[src/core/sfp_defs.vh]
// Purpose: constants for the serial flash pin front end
// Assumes: included by the pin front end by bare name
// Notes: definitions only
`ifndef SFP_DEFS_VH
`define SFP_DEFS_VH
// bit positions in the read-parameter and function registers
`define SFP_RP_PAUSE_RST_BIT   7
`define SFP_FR_RST_DIS_BIT     0
// factory reset values
`define SFP_RP_RESET           8'h00
`define SFP_FR_RESET           8'h00
// serial bits in one instruction byte
`define SFP_BITS_PER_BYTE      4'h8
// lane widths
`define SFP_MODE_SINGLE        2'h0
`define SFP_MODE_DUAL          2'h1
`define SFP_MODE_QUAD          2'h2
`endif

[src/core/sfp_fifo.v]
// Purpose: small first-in first-out buffer for received bytes
// Assumes: single clock, synchronous active-high reset
// Notes: storage in flip-flops, read data muxed straight from storage, not registered
`timescale 1ns/10ps
module sfp_fifo #(
   parameter WIDTH = 8,
   parameter DEPTH = 4,
   parameter AW    = 2
) (
   // clock and reset
   input  wire             clk,
   input  wire             srst,
   // write side
   input  wire             in_valid,
   output wire             in_ready,
   input  wire [WIDTH-1:0] in_data,
   // read side
   output wire             out_valid,
   input  wire             out_ready,
   output wire [WIDTH-1:0] out_data
);
   reg [WIDTH-1:0] mem_r [0:DEPTH-1];
   reg [AW-1:0]    wp_r;
   reg [AW-1:0]    rp_r;
   reg [AW:0]      cnt_r;
   wire            push;
   wire            pop;
   assign in_ready  = (cnt_r != DEPTH[AW:0]);
   assign out_valid = (cnt_r != {(AW+1){1'b0}});
   assign out_data  = mem_r[rp_r];
   assign push      = in_valid & in_ready;
   assign pop       = out_valid & out_ready;
   always @(posedge clk) begin
      if (push) begin
         mem_r[wp_r] <= in_data;
      end
   end
   always @(posedge clk) begin
      if (srst) begin
         wp_r  <= {AW{1'b0}};
         rp_r  <= {AW{1'b0}};
         cnt_r <= {(AW+1){1'b0}};
      end else begin
         if (push) begin
            wp_r <= (wp_r == DEPTH[AW-1:0] - 1'b1) ? {AW{1'b0}} : wp_r + 1'b1;
         end
         if (pop) begin
            rp_r <= (rp_r == DEPTH[AW-1:0] - 1'b1) ? {AW{1'b0}} : rp_r + 1'b1;
         end
         if (push && !pop) begin
            cnt_r <= cnt_r + 1'b1;
         end else if (pop && !push) begin
            cnt_r <= cnt_r - 1'b1;
         end
      end
   end
endmodule // sfp_fifo

[src/core/sfp_pin_if.v]
// Purpose: pin front end of a serial flash: select, pause, reset, serial shift
// Assumes: all pins are asynchronous to clk and pass two flip-flops first
// Notes: link clock is sampled by clk; edges are found on the synchronised copy
//
// Function
// - read-parameter bit 7 picks pause or hardware reset for the shared pin.
// - with a dedicated reset pin, shared pin acts as pause unless quad enable is set.
// - function register bit 0 set disables the dedicated reset pin.
// - select high means deselected, outputs released, standby.
// - select high ignores all serial input.
// - select low makes the device active and ready.
// - no instruction before a first falling select edge after power-up.
// - input bits sampled on rising serial clock edge.
// - output data changes on falling serial clock edge.
// - pause low while selected releases output and freezes the sequence.
// - hardware reset low holds reset with outputs released.
// - quad enable makes shared pin a data line, no pause or reset.
// - dual and quad lines are bidirectional; in on rise, out on fall.
`timescale 1ns/10ps
`include "sfp_defs.vh"
module sfp_pin_if (
   // clock and reset
   input  wire       clk,
   input  wire       srst,
   // variant strap and configuration from the register core
   input  wire       dedicated_reset_variant,
   input  wire [7:0] read_param,
   input  wire [7:0] func_reg,
   input  wire       quad_enable_bit,
   input  wire [1:0] lane_mode,
   // pins
   input  wire       sel_n_pin,
   input  wire       sck_pin,
   input  wire       rst_n_pin,
   input  wire       data_line_0_in,
   input  wire       data_line_1_in,
   input  wire       data_line_2_in,
   input  wire       data_line_3_in,
   output reg        data_line_0_out,
   output reg        data_line_0_oe,
   output reg        data_line_1_out,
   output reg        data_line_1_oe,
   output reg        data_line_2_out,
   output reg        data_line_2_oe,
   output reg        data_line_3_out,
   output reg        data_line_3_oe,
   // received bytes to the command core
   output wire       rx_valid,
   input  wire       rx_ready,
   output wire [7:0] rx_data,
   output reg        rx_overrun,
   // transmit bytes from the command core
   input  wire [7:0] tx_data,
   input  wire       tx_load,
   // status
   output reg        active,
   output reg        standby,
   output reg        in_reset,
   output reg        armed,
   output reg        byte_start
);
   // ****************************************
   // pin synchronisers
   // ****************************************
   reg [6:0] s1_r;
   reg [6:0] s2_r;
   reg       sck_d_r;
   reg       sel_d_r;
   // sync stages run through srst, so a select held low across reset is not taken as a falling edge
   always @(posedge clk) begin
      s1_r <= {data_line_3_in, data_line_2_in, data_line_1_in, data_line_0_in, rst_n_pin, sck_pin, sel_n_pin};
      s2_r <= s1_r;
   end
   wire       sel_n   = s2_r[0];
   wire       sck     = s2_r[1];
   wire       rst_pin = s2_r[2];
   wire [3:0] din     = s2_r[6:3];
   // ****************************************
   // shared pin function
   // ****************************************
   wire pin_is_rst = !quad_enable_bit && !dedicated_reset_variant
                     && read_param[`SFP_RP_PAUSE_RST_BIT];
   wire pin_is_pause = !quad_enable_bit && !pin_is_rst;
   wire ded_rst = dedicated_reset_variant && !func_reg[`SFP_FR_RST_DIS_BIT]
                  && !rst_pin;
   wire hw_rst  = ded_rst || (pin_is_rst && !din[3]);
   wire paused  = pin_is_pause && !din[3] && !sel_n;
   wire rise    = sck && !sck_d_r;
   wire fall    = !sck && sck_d_r;
   wire sel_fall = !sel_n && sel_d_r;
   // ****************************************
   // shift engine
   // ****************************************
   reg [7:0] sh_r;
   reg [3:0] bits_r;
   reg [7:0] tx_r;
   reg       tx_dir_r;
   reg       rx_push_r;
   reg [7:0] rx_byte_r;
   reg [1:0] mode_r;
   wire      fifo_in_ready;
   wire [3:0] step = (mode_r == `SFP_MODE_QUAD) ? 4'h4 :
                     (mode_r == `SFP_MODE_DUAL) ? 4'h2 : 4'h1;
   wire      go = armed && !sel_n && !paused && !hw_rst;
   // one rising-edge step of the receive shifter; lines 3..0 carry high to low
   function [7:0] shift_in;
      input [1:0] mode;
      input [7:0] sh;
      input [3:0] d;
      begin
         case (mode)
            `SFP_MODE_QUAD: shift_in = {sh[3:0], d};
            `SFP_MODE_DUAL: shift_in = {sh[5:0], d[1:0]};
            default:        shift_in = {sh[6:0], d[0]};
         endcase
      end
   endfunction
   always @(posedge clk) begin
      if (srst) begin
         sck_d_r <= 1'b0;
         sel_d_r <= 1'b0;
         armed <= 1'b0;
         sh_r <= 8'h00;
         bits_r <= 4'h0;
         tx_r <= 8'hFF;
         tx_dir_r <= 1'b0;
         rx_push_r <= 1'b0;
         rx_byte_r <= 8'h00;
         rx_overrun <= 1'b0;
         mode_r <= `SFP_MODE_SINGLE;
         active <= 1'b0;
         standby <= 1'b1;
         in_reset <= 1'b0;
         byte_start <= 1'b0;
      end else begin
         sck_d_r <= sck;
         sel_d_r <= sel_n;
         rx_push_r <= 1'b0;
         byte_start <= 1'b0;
         // overrun is judged at the push itself, where the buffer really drops the byte
         if (rx_push_r && !fifo_in_ready) begin
            rx_overrun <= 1'b1;
         end
         // a byte may be loaded while deselected; shared lanes turn outward only after a load
         if (tx_load) begin
            tx_r <= tx_data;
            tx_dir_r <= 1'b1;
         end else if (sel_n && !sel_d_r) begin
            tx_dir_r <= 1'b0;
         end
         in_reset <= hw_rst;
         active <= !sel_n && armed && !hw_rst;
         standby <= sel_n || hw_rst;
         if (hw_rst) begin
            armed <= 1'b0;
            tx_dir_r <= 1'b0;
            mode_r <= `SFP_MODE_SINGLE;
            bits_r <= 4'h0;
         end else if (sel_n) begin
            bits_r <= 4'h0;
            mode_r <= lane_mode;
         end else begin
            if (sel_fall) begin
               armed <= 1'b1;
               byte_start <= 1'b1;
            end
            if (go && rise) begin
               sh_r <= shift_in(mode_r, sh_r, din);
               if (bits_r + step >= `SFP_BITS_PER_BYTE) begin
                  bits_r <= 4'h0;
                  rx_push_r <= 1'b1;
                  rx_byte_r <= shift_in(mode_r, sh_r, din);
               end else begin
                  bits_r <= bits_r + step;
               end
            end
            if (go && fall && !tx_load) begin
               case (mode_r)
                  `SFP_MODE_QUAD: tx_r <= {tx_r[3:0], 4'hF};
                  `SFP_MODE_DUAL: tx_r <= {tx_r[5:0], 2'h3};
                  default:        tx_r <= {tx_r[6:0], 1'b1};
               endcase
            end
         end
      end
   end
   // ****************************************
   // pin drivers, changed on falling serial clock, released at once when not driving
   // ****************************************
   wire drive = go && !sel_n;
   always @(posedge clk) begin
      if (srst) begin
         data_line_0_out <= 1'b0;
         data_line_1_out <= 1'b0;
         data_line_2_out <= 1'b0;
         data_line_3_out <= 1'b0;
         data_line_0_oe  <= 1'b0;
         data_line_1_oe  <= 1'b0;
         data_line_2_oe  <= 1'b0;
         data_line_3_oe  <= 1'b0;
      end else if (!drive) begin
         data_line_0_oe <= 1'b0;
         data_line_1_oe <= 1'b0;
         data_line_2_oe <= 1'b0;
         data_line_3_oe <= 1'b0;
      end else if (fall) begin
         // single-line output has a pin of its own; shared lanes would fight the host's write bits
         data_line_1_oe <= (mode_r == `SFP_MODE_SINGLE) || tx_dir_r;
         data_line_0_oe <= (mode_r != `SFP_MODE_SINGLE) && tx_dir_r;
         data_line_2_oe <= (mode_r == `SFP_MODE_QUAD) && tx_dir_r;
         data_line_3_oe <= (mode_r == `SFP_MODE_QUAD) && tx_dir_r;
         if (mode_r == `SFP_MODE_QUAD) begin
            {data_line_3_out, data_line_2_out, data_line_1_out, data_line_0_out} <= tx_r[7:4];
         end else if (mode_r == `SFP_MODE_DUAL) begin
            {data_line_1_out, data_line_0_out} <= tx_r[7:6];
         end else begin
            data_line_1_out <= tx_r[7];
         end
      end
   end
   // ****************************************
   // received-byte buffer
   // ****************************************
   sfp_fifo #(.WIDTH(8), .DEPTH(4), .AW(2)) u_fifo (
      .clk       (clk),
      .srst      (srst),
      .in_valid  (rx_push_r),
      .in_ready  (fifo_in_ready),
      .in_data   (rx_byte_r),
      .out_valid (rx_valid),
      .out_ready (rx_ready),
      .out_data  (rx_data)
   );
endmodule // sfp_pin_if

[config.mk]
export PLATFORM = sky130hd
export DESIGN_NAME = sfp_pin_if
export DESIGN_NICKNAME = d
export VERILOG_FILES = /design/src/core/sfp_fifo.v /design/src/core/sfp_pin_if.v
export VERILOG_INCLUDE_DIRS = /design/src /design/src/core
export SDC_FILE = /design/constraint.sdc
export NUM_CORES = 1
export LEC_CHECK = 0
export ABC_CLOCK_PERIOD_IN_PS = 5060
export BUFFER_PORTS_ARGS = -buffer_cell sky130_fd_sc_hd__clkbuf_2
export CORE_ASPECT_RATIO = 0.8
export CORE_MARGIN = 4
export CORE_UTILIZATION = 45
export DETAILED_ROUTE_END_ITERATION = 12
export GPL_ROUTABILITY_DRIVEN = 0
export PLACE_DENSITY = 0.65
export SLEW_MARGIN = 0
export SYNTH_ARGS = -nofsm -noshare
export SYNTH_HDL_FRONTEND = slang
export SYNTH_HIERARCHICAL = 1
export SYNTH_SLANG_ARGS = --single-unit
[constraint.sdc]
create_clock -name clk -period 5.06 [get_ports clk]
set_input_delay 0.506 -clock clk [delete_from_list [all_inputs] [get_ports clk]]
set_output_delay 0.506 -clock clk [all_outputs]
set_load 0.05 [all_outputs]
After elaboration in Yosys (flattened, before gate mapping)

Memory sizes are Yosys's and may differ from the RTL's. A register that Yosys moved wholly into a read port is not among the register bits.
Cells that the tools add are included.

Memories kept: 1
Bits of input ports: 39
RAM bits: 32
Bits in registers: 67
Word-level logic and storage cells: 129
Output and inout bits: 23

Bitwise logic cells: 6
Reduce and logical (&&, ||, !) cells: 60
Order comparisons: 1
Eq/ne operators: 5
Add/sub/neg operators: 5
Mux-type cells: 24

Memory list:

| name         | words | bits a word | read ports | clocked after Yosys merged registers in | write ports | RTL line      | RTL |
|---|---|---|---|---|---|---|---|
| u_fifo.mem_r | 4     | 8           | 1          | 1                                       | 1           | sfp_fifo.v:22 | `reg [WIDTH-1:0] mem_r [0:DEPTH-1];` |

Operator list:

| operator                                                 | number |
|---|---|
| 2-to-1 mux 8 bit                                         | 4 |
| one-hot mux 8 bit (2 select lines)                       | 2 |
| logical AND 1 bit                                        | 25 |
| zero test 1 bit                                          | 16 |
| 2-to-1 mux 2 bit                                         | 5 |
| 2-to-1 mux 1 bit                                         | 9 |
| 2-to-1 mux 3 bit                                         | 3 |
| AND reduction 3 bit                                      | 3 |
| nonzero test 2 bit                                       | 4 |
| equality test 2 bit, second input constant               | 3 |
| adder 2 x 1 -> 2 bit, second input constant              | 2 |
| adder 4 x 3 -> 4 bit                                     | 1 |
| greater-or-equal comparator 4 bit, second input constant | 1 |
| 2-to-1 mux 4 bit                                         | 1 |
| inverter 1 bit                                           | 4 |
| AND reduction 2 bit                                      | 2 |
| AND reduction 4 bit                                      | 1 |
| OR reduction 2 bit                                       | 2 |
| OR reduction 4 bit                                       | 1 |
| adder 3 x 1 -> 3 bit, second input constant              | 1 |
| logical OR 1 bit                                         | 3 |
| inequality test 3 bit, second input constant             | 1 |
| nonzero test 3 bit                                       | 1 |
| OR reduction 3 bit                                       | 1 |
| 4 further kinds                                          | 5 |

Longest topological paths before layout

Gate-level depths: netlist of run 1.

Depth in word-level cells: 15
Mapped depth: 11

By module

Netlist of run 1, hierarchy kept.

By module, submodules not included:

| module     | cells each | area each (µm²) | seq. area each (µm²) | instances |
|---|---|---|---|---|
| sfp_pin_if | 270        | 2546.2          | 1201.2               | 1 |
| sfp_fifo   | 90         | 1634.1          | 1141.1               | 1 |

Least setup slack after synthesis of run 1

Ideal clock, no wire load.

Path kind: flip-flop to flip-flop
Start: register mode_r[0]
End: register rx_byte_r[6]
Buffers on the path: 2
Library setup time: 0.071 ns
Data required time: 4.989 ns
Cell stages (with the launch flop): 12
Path slack: 2.191 ns
Clock period less this slack: 2.869 ns
Arrival: 2.798 ns
Path through: dfxtp_1 > inv_1 > ha_1 > clkbuf_1 > inv_1 > ha_1 > a211o_1 > and3_4 > o21a_4 > buf_6 > or4_1 > a21oi_1

Longest elaborated chain between the ends: 6

RTL lines:

| item                                        | RTL line         | RTL |
|---|---|---|
| start, declared                             | sfp_pin_if.v:100 | `reg [1:0] mode_r;` |
| start signal, assigned                      | sfp_pin_if.v:130 | `` mode_r <= `SFP_MODE_SINGLE; `` |
| start signal, assigned                      | sfp_pin_if.v:157 | `` mode_r <= `SFP_MODE_SINGLE; `` |
| start signal, assigned                      | sfp_pin_if.v:161 | `mode_r <= lane_mode;` |
| equality test 2 x 1 -> 1 bit                | sfp_pin_if.v:111 | `case (mode)` |
| 2-to-1 mux 2 bit                            | sfp_pin_if.v:103 | `` (mode_r == `SFP_MODE_DUAL) ? 4'h2 : 4'h1; `` |
| 2-to-1 mux 3 bit                            | sfp_pin_if.v:102 | `` wire [3:0] step = (mode_r == `SFP_MODE_QUAD) ? 4'h4 : `` |
| adder 4 x 3 -> 4 bit                        | sfp_pin_if.v:169 | `` if (bits_r + step >= `SFP_BITS_PER_BYTE) begin `` |
| greater-or-equal comparator 4 bit (no line) | -                |  |
| AND reduction 4 bit (no line)               | -                |  |
| end signal, assigned                        | sfp_pin_if.v:172 | `rx_byte_r <= shift_in(mode_r, sh_r, din);` |
| end, declared                               | sfp_pin_if.v:99  | `reg [7:0] rx_byte_r;` |

Several ways; a longest one is shown, not always the timed one.
A chain may end at the register's enable or synchronous reset.

Final worst setup path of run 1

Start: register mode_r[1]
End: register bits_r[1]

Longest elaborated chain between the ends: 6

RTL lines:

| item                                        | RTL line                           | RTL |
|---|---|---|
| equality test 2 x 1 -> 1 bit                | -                                  |  |
| 2-to-1 mux 2 bit                            | sfp_pin_if.v:103                   |  |
| 2-to-1 mux 3 bit (*)                        | sfp_pin_if.v:102                   |  |
| adder 4 x 3 -> 4 bit (*)                    | sfp_pin_if.v:169, sfp_pin_if.v:174 |  |
| greater-or-equal comparator 4 bit (no line) | -                                  |  |
| 2-to-1 mux 4 bit (*)                        | sfp_pin_if.v:169                   |  |
| end signal, assigned                        | sfp_pin_if.v:174                   | `bits_r <= bits_r + step;` |
| end, declared                               | sfp_pin_if.v:95                    | `reg [3:0] bits_r;` |

Mark *: on every way between the ends. The rest lies on a longest branch, timed or not.

==> impl_metrics.tcl, run 1 <==
set metrics [dict create \
    hold_viol 0 \
    wl_per_cell_um 15.03 \
    insertion_delay_ns 0.34 \
    grt_pass1_vias 2690 \
    p_per_area_mw_per_mm2 391.4 \
    fin_setup_tns_ns 0 \
    die_h_um 94.21 \
    status "finished clean" \
    dieArea_mm2 0.01091 \
    io_pins 62 \
    holdPathStages 1 \
    clock_path_buffers 2 \
    num-nets-final 451 \
    ir_drop_mv 0.3295 \
    die_w_um 115.8 \
    final.min_clock_period_ns 3.198 \
    antenna_found_initial 0 \
    r2r-end "bits_r[1]$_SDFFE_PP0P_" \
    grt.overflow.total 0 \
    critPathCaptureType "flop" \
    cts_inserted_buffers 9 \
    grt_usage 0.1558 \
    cp_data_required_time_ns 5.35 \
    first_iter_violations 125 \
    dr_total_vias 2737 \
    hold_buffers 0 \
    yosysUniqueCellTypes 54 \
    fmaxAchievable_mhz 312.7 \
    port_buffers 47 \
    fin_skew_ns 0.005189 \
    dp_hpwl_mm 5.418 \
    grt_pass1_wl_mm 13.24 \
    ys_ff_latch 101 \
    hold_path_end "s1_r[0]$_DFF_P_" \
    drc 0 \
    syn_inst 360 \
    grt_max_degree 46 \
    rr_startpoint "mode_r[1]$_SDFFE_PP0P_" \
    vias_per_cell 5.294 \
    fin_crit_sh 0.6320 \
    placed_cell_area_mm2 0.004449 \
    post_cts_buffers 0 \
    synth_edf_count 32 \
    hold_start "sel_n_pin" \
    drive_above_1_share 0.2164 \
    seq_area_frac_synth 0.5603 \
    core_mm2 0.009037 \
    drtAntennaViolNets 0 \
    ys_warn_count 6 \
    rrSetupSlack_ns 1.86 \
    cts_tree "yes" \
    cp-start-kind "flop" \
    criticalPathCategory "reg -> reg" \
    place_ws_ns 1.865 \
    maxSlewViolCount 0 \
    initial_core_util 0.4626 \
    final_util 0.5242 \
    slew-limit-headroom 0.3881 \
    path_clk_slew_ns 0.07 \
    final_cell_area_mm2 0.004737 \
    syn_area_mm2 0.004180 \
    drv_cap 0 \
    synth-async-reset-ratio 0 \
    syn_area_per_cell_um2 11.61 \
    worst_slack_ns 1.862 \
    rsz0062_at_grt "false" \
    worst_slew_pin_slew_ns 0.9179 \
    p_leak_uw 0.001713 \
    whs_ns 0.2618 \
    synthFlopType "dfxtp_1" \
    setup_viol 0 \
    synth_nets 414 \
    cp_data_arrival_time_ns 3.49 \
    nFillCells 798 \
    r2r_cells 9 \
    rows 31 \
    hold_class "in -> reg" \
    antenna_cells 0 \
    cts_root_buf "clkbuf_16" \
    first_pass_iters 4 \
    wl_mm 7.771 \
    path_max_fanout 22 \
    cts.repair.resized 0 \
    area_growth_pct 13.32 \
    ctsHtreeMaxLevel 3 \
    cts.sinks 101 \
]
## sequential cells by signal (all words and copies together) (netlist names), 2 cells and up, named ones only
name          flops
bits_r            4
mode_r            2
rx_byte_r         8
s1_r              7
s2_r              7
sh_r              7
tx_r              8
u_fifo/cnt_r      3
u_fifo/mem_r     32
u_fifo/rp_r       2
u_fifo/wp_r       2
## where the power goes
group	total, uW	switching (uW)	internal, uW
Sequential	909	45.6	864
Clock	658	314	344
Combinational	287	175	112
Total	1850	534	1320
## placed cells by master, fill, tap and decap left out, types with 2 or more instances in the layout
cell type,Yosys,final
a22o_1,5,5
clkinvlp_4,0,2
mux4_2,8,8
nor4_1,3,3
a22oi_1,4,4
and3_2,4,4
nand2b_1,5,5
nand3_1,4,4
inv_8,0,3
o31ai_1,8,8
xor2_1,3,3
a21oi_1,38,38
a31oi_1,2,2
clkbuf_2,1,47
or4_1,5,5
nor3_1,8,8
or3_2,2,2
dfxtp_1,69,69
inv_1,13,13
buf_4,1,2
nor3b_1,10,10
nand2_1,9,9
o21ai_0,4,4
clkbuf_16,0,9
or3_1,4,4
nor2_1,34,34
ha_1,13,13
a211oi_1,4,4
fa_1,2,2
edfxtp_1,32,32
mux2i_1,19,19
nor2b_1,4,4
## worst max-delay path by stage
stage / start / endpoint / slack, ns / depth (start not counted)
detailed placement: mode_r[0]$_SDFFE_PP0P_ / bits_r[1]$_SDFFE_PP0P_ / 1.86 / 9
global route: mode_r[0]$_SDFFE_PP0P_ / bits_r[1]$_SDFFE_PP0P_ / 1.53 / 9
CTS: mode_r[1]$_SDFFE_PP0P_ / bits_r[1]$_SDFFE_PP0P_ / 1.83 / 9
floorplan: mode_r[0]$_SDFFE_PP0P_ / rx_byte_r[6]$_SDFFE_PP0P_ / 2.19 / 11
global placement: mode_r[0]$_SDFFE_PP0P_ / bits_r[1]$_SDFFE_PP0P_ / 1.92 / 9
finish: mode_r[1]$_SDFFE_PP0P_ / bits_r[1]$_SDFFE_PP0P_ / 1.86 / 9
## cell families (layout without fill, tap and decap cells)
family / count (synthesis) / in the layout / share of synthesized area
simple gates: 102 / 102 / 0.1368
flops: 101 / 101 / 0.5603
compound gates: 75 / 75 / 0.1158
buf+inv: 36 / 78 / 0.04160
mux: 27 / 27 / 0.08859
fa+ha+maj: 15 / 15 / 0.04849
xor+xnor: 4 / 4 / 0.008382
## synth_stat cells, drive strengths merged, types with 3 or more instances
| master | count | area, um^2 |
|---|---|---|
| dfxtp | 69 | 1381 |
| nor2b | 4 | 25.02 |
| edfxtp | 32 | 960.9 |
| or4 | 6 | 48.80 |
| o31ai | 9 | 72.57 |
| buf | 10 | 75.07 |
| clkbuf | 13 | 50.04 |
| xor2 | 3 | 26.28 |
| nor3 | 8 | 40.04 |
| nand2 | 9 | 33.78 |
| a22o | 5 | 43.79 |
| a211oi | 4 | 30.03 |
| and3 | 6 | 47.55 |
| a22oi | 4 | 30.03 |
| a21oi | 38 | 190.2 |
| nor3b | 10 | 75.07 |
| inv | 13 | 48.80 |
| o21ai | 4 | 20.02 |
| nand2b | 6 | 45.04 |
| ha | 13 | 162.7 |
| nand3 | 4 | 20.02 |
| nor2 | 34 | 127.6 |
| mux2i | 19 | 190.2 |
| nor4 | 4 | 31.28 |
| mux4 | 8 | 180.2 |
| or3 | 6 | 40.03 |
## critical path, cell delays in order, from the launching register on
cell and delay (ns):
dfxtp_1 0.38, inv_1 0.10, ha_1 0.79, inv_1 0.22, ha_1 0.27, a211o_1 0.26, and3_4 0.18, or3_1 0.35
a2111oi_0 0.45, a31o_1 0.15
## per-stage QoR
step                      instances  power (uW)
final                           517        1854
after global routing            517        1948
after CTS                       517        1881
after detailed placement        501        1220
after global placement          501        1211
after floorplan                 360        1160
## cell type report
type	instances	area (um^2)	area share
Sequential cell	101	2342	0.4945
Multi-Input combinational cell	223	1664	0.3513
Timing Repair Buffer	49	250.2	0.05283
Clock buffer	9	225.2	0.04754
Tap cell	115	143.9	0.03038
Clock inverter	7	62.56	0.01321
Inverter	13	48.80	0.01030
## layer usage
layer / routed length, um / share of wire / global-route usage / vias up
li1: - / - / - / 1391
met1: 3696 / 0.48 / 0.2080 / 1292
met2: 3700 / 0.48 / 0.2452 / 46
met3: 304 / 0.039 / 0.04572 / 8
met4: 69 / 0.0089 / 0.04638 / 0
met5: 0 / 0 / 0 / -
Power figures use the tool's default switching activity.
==> inputs of run 2 (changes only) <==
--- a/config.mk
+++ b/config.mk
@@ -6,7 +6,7 @@
 export SDC_FILE = /design/constraint.sdc
 export NUM_CORES = 1
 export LEC_CHECK = 0
-export ABC_CLOCK_PERIOD_IN_PS = 5060
+export ABC_CLOCK_PERIOD_IN_PS = 3000
 export BUFFER_PORTS_ARGS = -buffer_cell sky130_fd_sc_hd__clkbuf_2
 export CORE_ASPECT_RATIO = 0.8
 export CORE_MARGIN = 4
==> constraint.sdc (replaced) <==
create_clock -name clk -period 3 [get_ports clk]
set_input_delay 0.3 -clock clk [delete_from_list [all_inputs] [get_ports clk]]
set_output_delay 0.3 -clock clk [all_outputs]
set_load 0.05 [all_outputs]
==> run 2 against run 1 <==
  * Clock skew grew 0.0018 ns
  * Die area is the same
  * Clock-buffer cell count is the same
  * Global-route usage down 0.39 points
  * Combinational power is 70% higher
  * Sequential share of layout area down 0.40 points
  * Utilization grew 0.43 points
  * First-iteration DRC count up 6.4%
==> impl_metrics.tcl, run 2 (same netlist as run 1, synthesis figures left out) <==
set metrics [dict create \
    initial_core_util 0.4626 \
    first_pass_iters 4 \
    setup_viol 0 \
    top_register "u_fifo/mem_r" \
    place_ws_ns 0.3910 \
    maxSlewViolCount 0 \
    grt.overflow.total 0 \
    first_iter_violations 133 \
    final_cell_mix "69 x dfxtp_1, 47 x clkbuf_2, 38 x a21oi_1" \
    insertion_delay_ns 0.34 \
    drv_cap 0 \
    status "finished clean" \
    final.min_clock_period_ns 2.616 \
    drive_above_1_share 0.2222 \
    path_clk_slew_ns 0.07 \
    max_stage_delay_ns 0.52 \
    cp_data_arrival_time_ns 2.89 \
    fin_crit_sh 0.8719 \
    fin_skew_ns 0.006950 \
    clock_path_buffers 2 \
    dr_total_vias 2744 \
    worst_slack_ns 0.3844 \
    drtAntennaViolNets 0 \
    antenna_found_initial 0 \
    fin_setup_tns_ns 0 \
    critPathCaptureType "flop" \
    worst_slew_pin_slew_ns 0.6761 \
    port_buffers 47 \
    cts_tree "yes" \
    cts.repair.resized 0 \
    grt_usage 0.1519 \
    hold_path_end "s1_r[2]$_DFF_P_" \
    largest_reg_flops 32 \
    rr_startpoint "mode_r[0]$_SDFFE_PP0P_" \
    io_pins 62 \
    antenna_cells 0 \
    die_h_um 94.21 \
    r2r_cells 9 \
    nFillCells 797 \
    drc 0 \
    rrSetupSlack_ns 0.38 \
    layout_commonest_cell "dfxtp_1" \
    num-nets-final 454 \
    whs_ns 0.05546 \
    wl_per_cell_um 14.63 \
    area_growth_pct 14.25 \
    dp_hpwl_mm 5.440 \
    core_mm2 0.009037 \
    top_regs "u_fifo/mem_r (32), rx_byte_r (8), tx_r (8)" \
    grt_pass1_wl_mm 12.90 \
    slowest_stage "or4_1" \
    holdPathStages 1 \
    p_per_area_mw_per_mm2 660.2 \
    fmaxAchievable_mhz 382.3 \
    cp_data_required_time_ns 3.27 \
    cts_inserted_buffers 9 \
    crit_buf_inv 2 \
    criticalPathCategory "reg -> reg" \
    rows 31 \
    die_w_um 115.8 \
    rsz0062_at_grt "false" \
    hold_buffers 0 \
    crit_chain "inv_1 > ha_1 > inv_1 > ha_1 > a21oi_1 > nor3b_1 > nor3_1 > or4_1 > a21oi_1" \
    wl_mm 7.605 \
    cp-start-kind "flop" \
    grt_pass1_vias 2666 \
    p_leak_uw 0.001743 \
    critical_path.top_delay_family "simple AND/OR/NAND/NOR gates" \
    slew-limit-headroom 0.5458 \
    ctsHtreeMaxLevel 3 \
    cts.sinks 101 \
    grt_max_degree 45 \
    vias_per_cell 5.277 \
    hold_viol 0 \
    hold_start "rst_n_pin" \
    r2r-end "rx_byte_r[3]$_SDFFE_PP0P_" \
    dieArea_mm2 0.01091 \
    cts_root_buf "clkbuf_16" \
    ir_drop_mv 0.5247 \
    path_max_fanout 8 \
    post_cts_buffers 0 \
    hold_class "in -> reg" \
]
run 2: final cells by class:
| type | instances | area (um^2) | share of cell area |
|---|---|---|---|
| flip-flops and latches | 101 | 2342 | 0.4904 |
| clock buffers | 9 | 225.2 | 0.04716 |
| multi-input cells | 223 | 1664 | 0.3484 |
| inverters | 13 | 48.80 | 0.01022 |
| well taps | 115 | 143.9 | 0.03013 |
| clock inverters | 7 | 78.83 | 0.01651 |
| repair buffers | 52 | 272.8 | 0.05711 |
run 2: power breakdown:
group / internal, uW / total (uW) / leakage, uW / switching (uW)
logic: 192 / 489 / 0.000758 / 297
registers: 1460 / 1530 / 0.000837 / 77.1
clock network: 591 / 1130 / 0.000148 / 539
total: 2240 / 3150 / 0.00174 / 913
run 2: per-layer routing:
metal  track usage  share of wire  vias to the layer above
met5             0              0                        -
met4       0.04638         0.0084                        0
met3       0.04765          0.052                        6
met2        0.2399           0.47                       48
met1        0.1998           0.47                     1294
li1              -              -                     1396
run 2: how the worst max path moves through the flow:
stage                           start                         to  slack, ns  depth (start not counted)
5_1_grt        mode_r[1]$_SDFFE_PP0P_  rx_byte_r[5]$_SDFFE_PP0P_       0.17                         10
4_1_cts        mode_r[1]$_SDFFE_PP0P_  rx_byte_r[3]$_SDFFE_PP0P_       0.37                         10
3_5_place_dp   mode_r[1]$_SDFFE_PP0P_  rx_byte_r[3]$_SDFFE_PP0P_       0.39                         10
3_3_place_gp   mode_r[0]$_SDFFE_PP0P_  rx_byte_r[4]$_SDFFE_PP0P_       0.44                         10
6_report       mode_r[0]$_SDFFE_PP0P_  rx_byte_r[3]$_SDFFE_PP0P_       0.38                          9
2_1_floorplan  mode_r[0]$_SDFFE_PP0P_  rx_byte_r[6]$_SDFFE_PP0P_       0.13                         11
run 2: per-stage QoR:
stage	instances	cell area (um^2)	power (uW)	utilization
after floorplan	360	4180	1957	-
after global placement	504	4472	2047	0.4948
after detailed placement	504	4472	2060	0.4948
after CTS	520	4776	3198	0.5285
after global routing	520	4776	3304	0.5285
final	520	4776	3153	0.5285
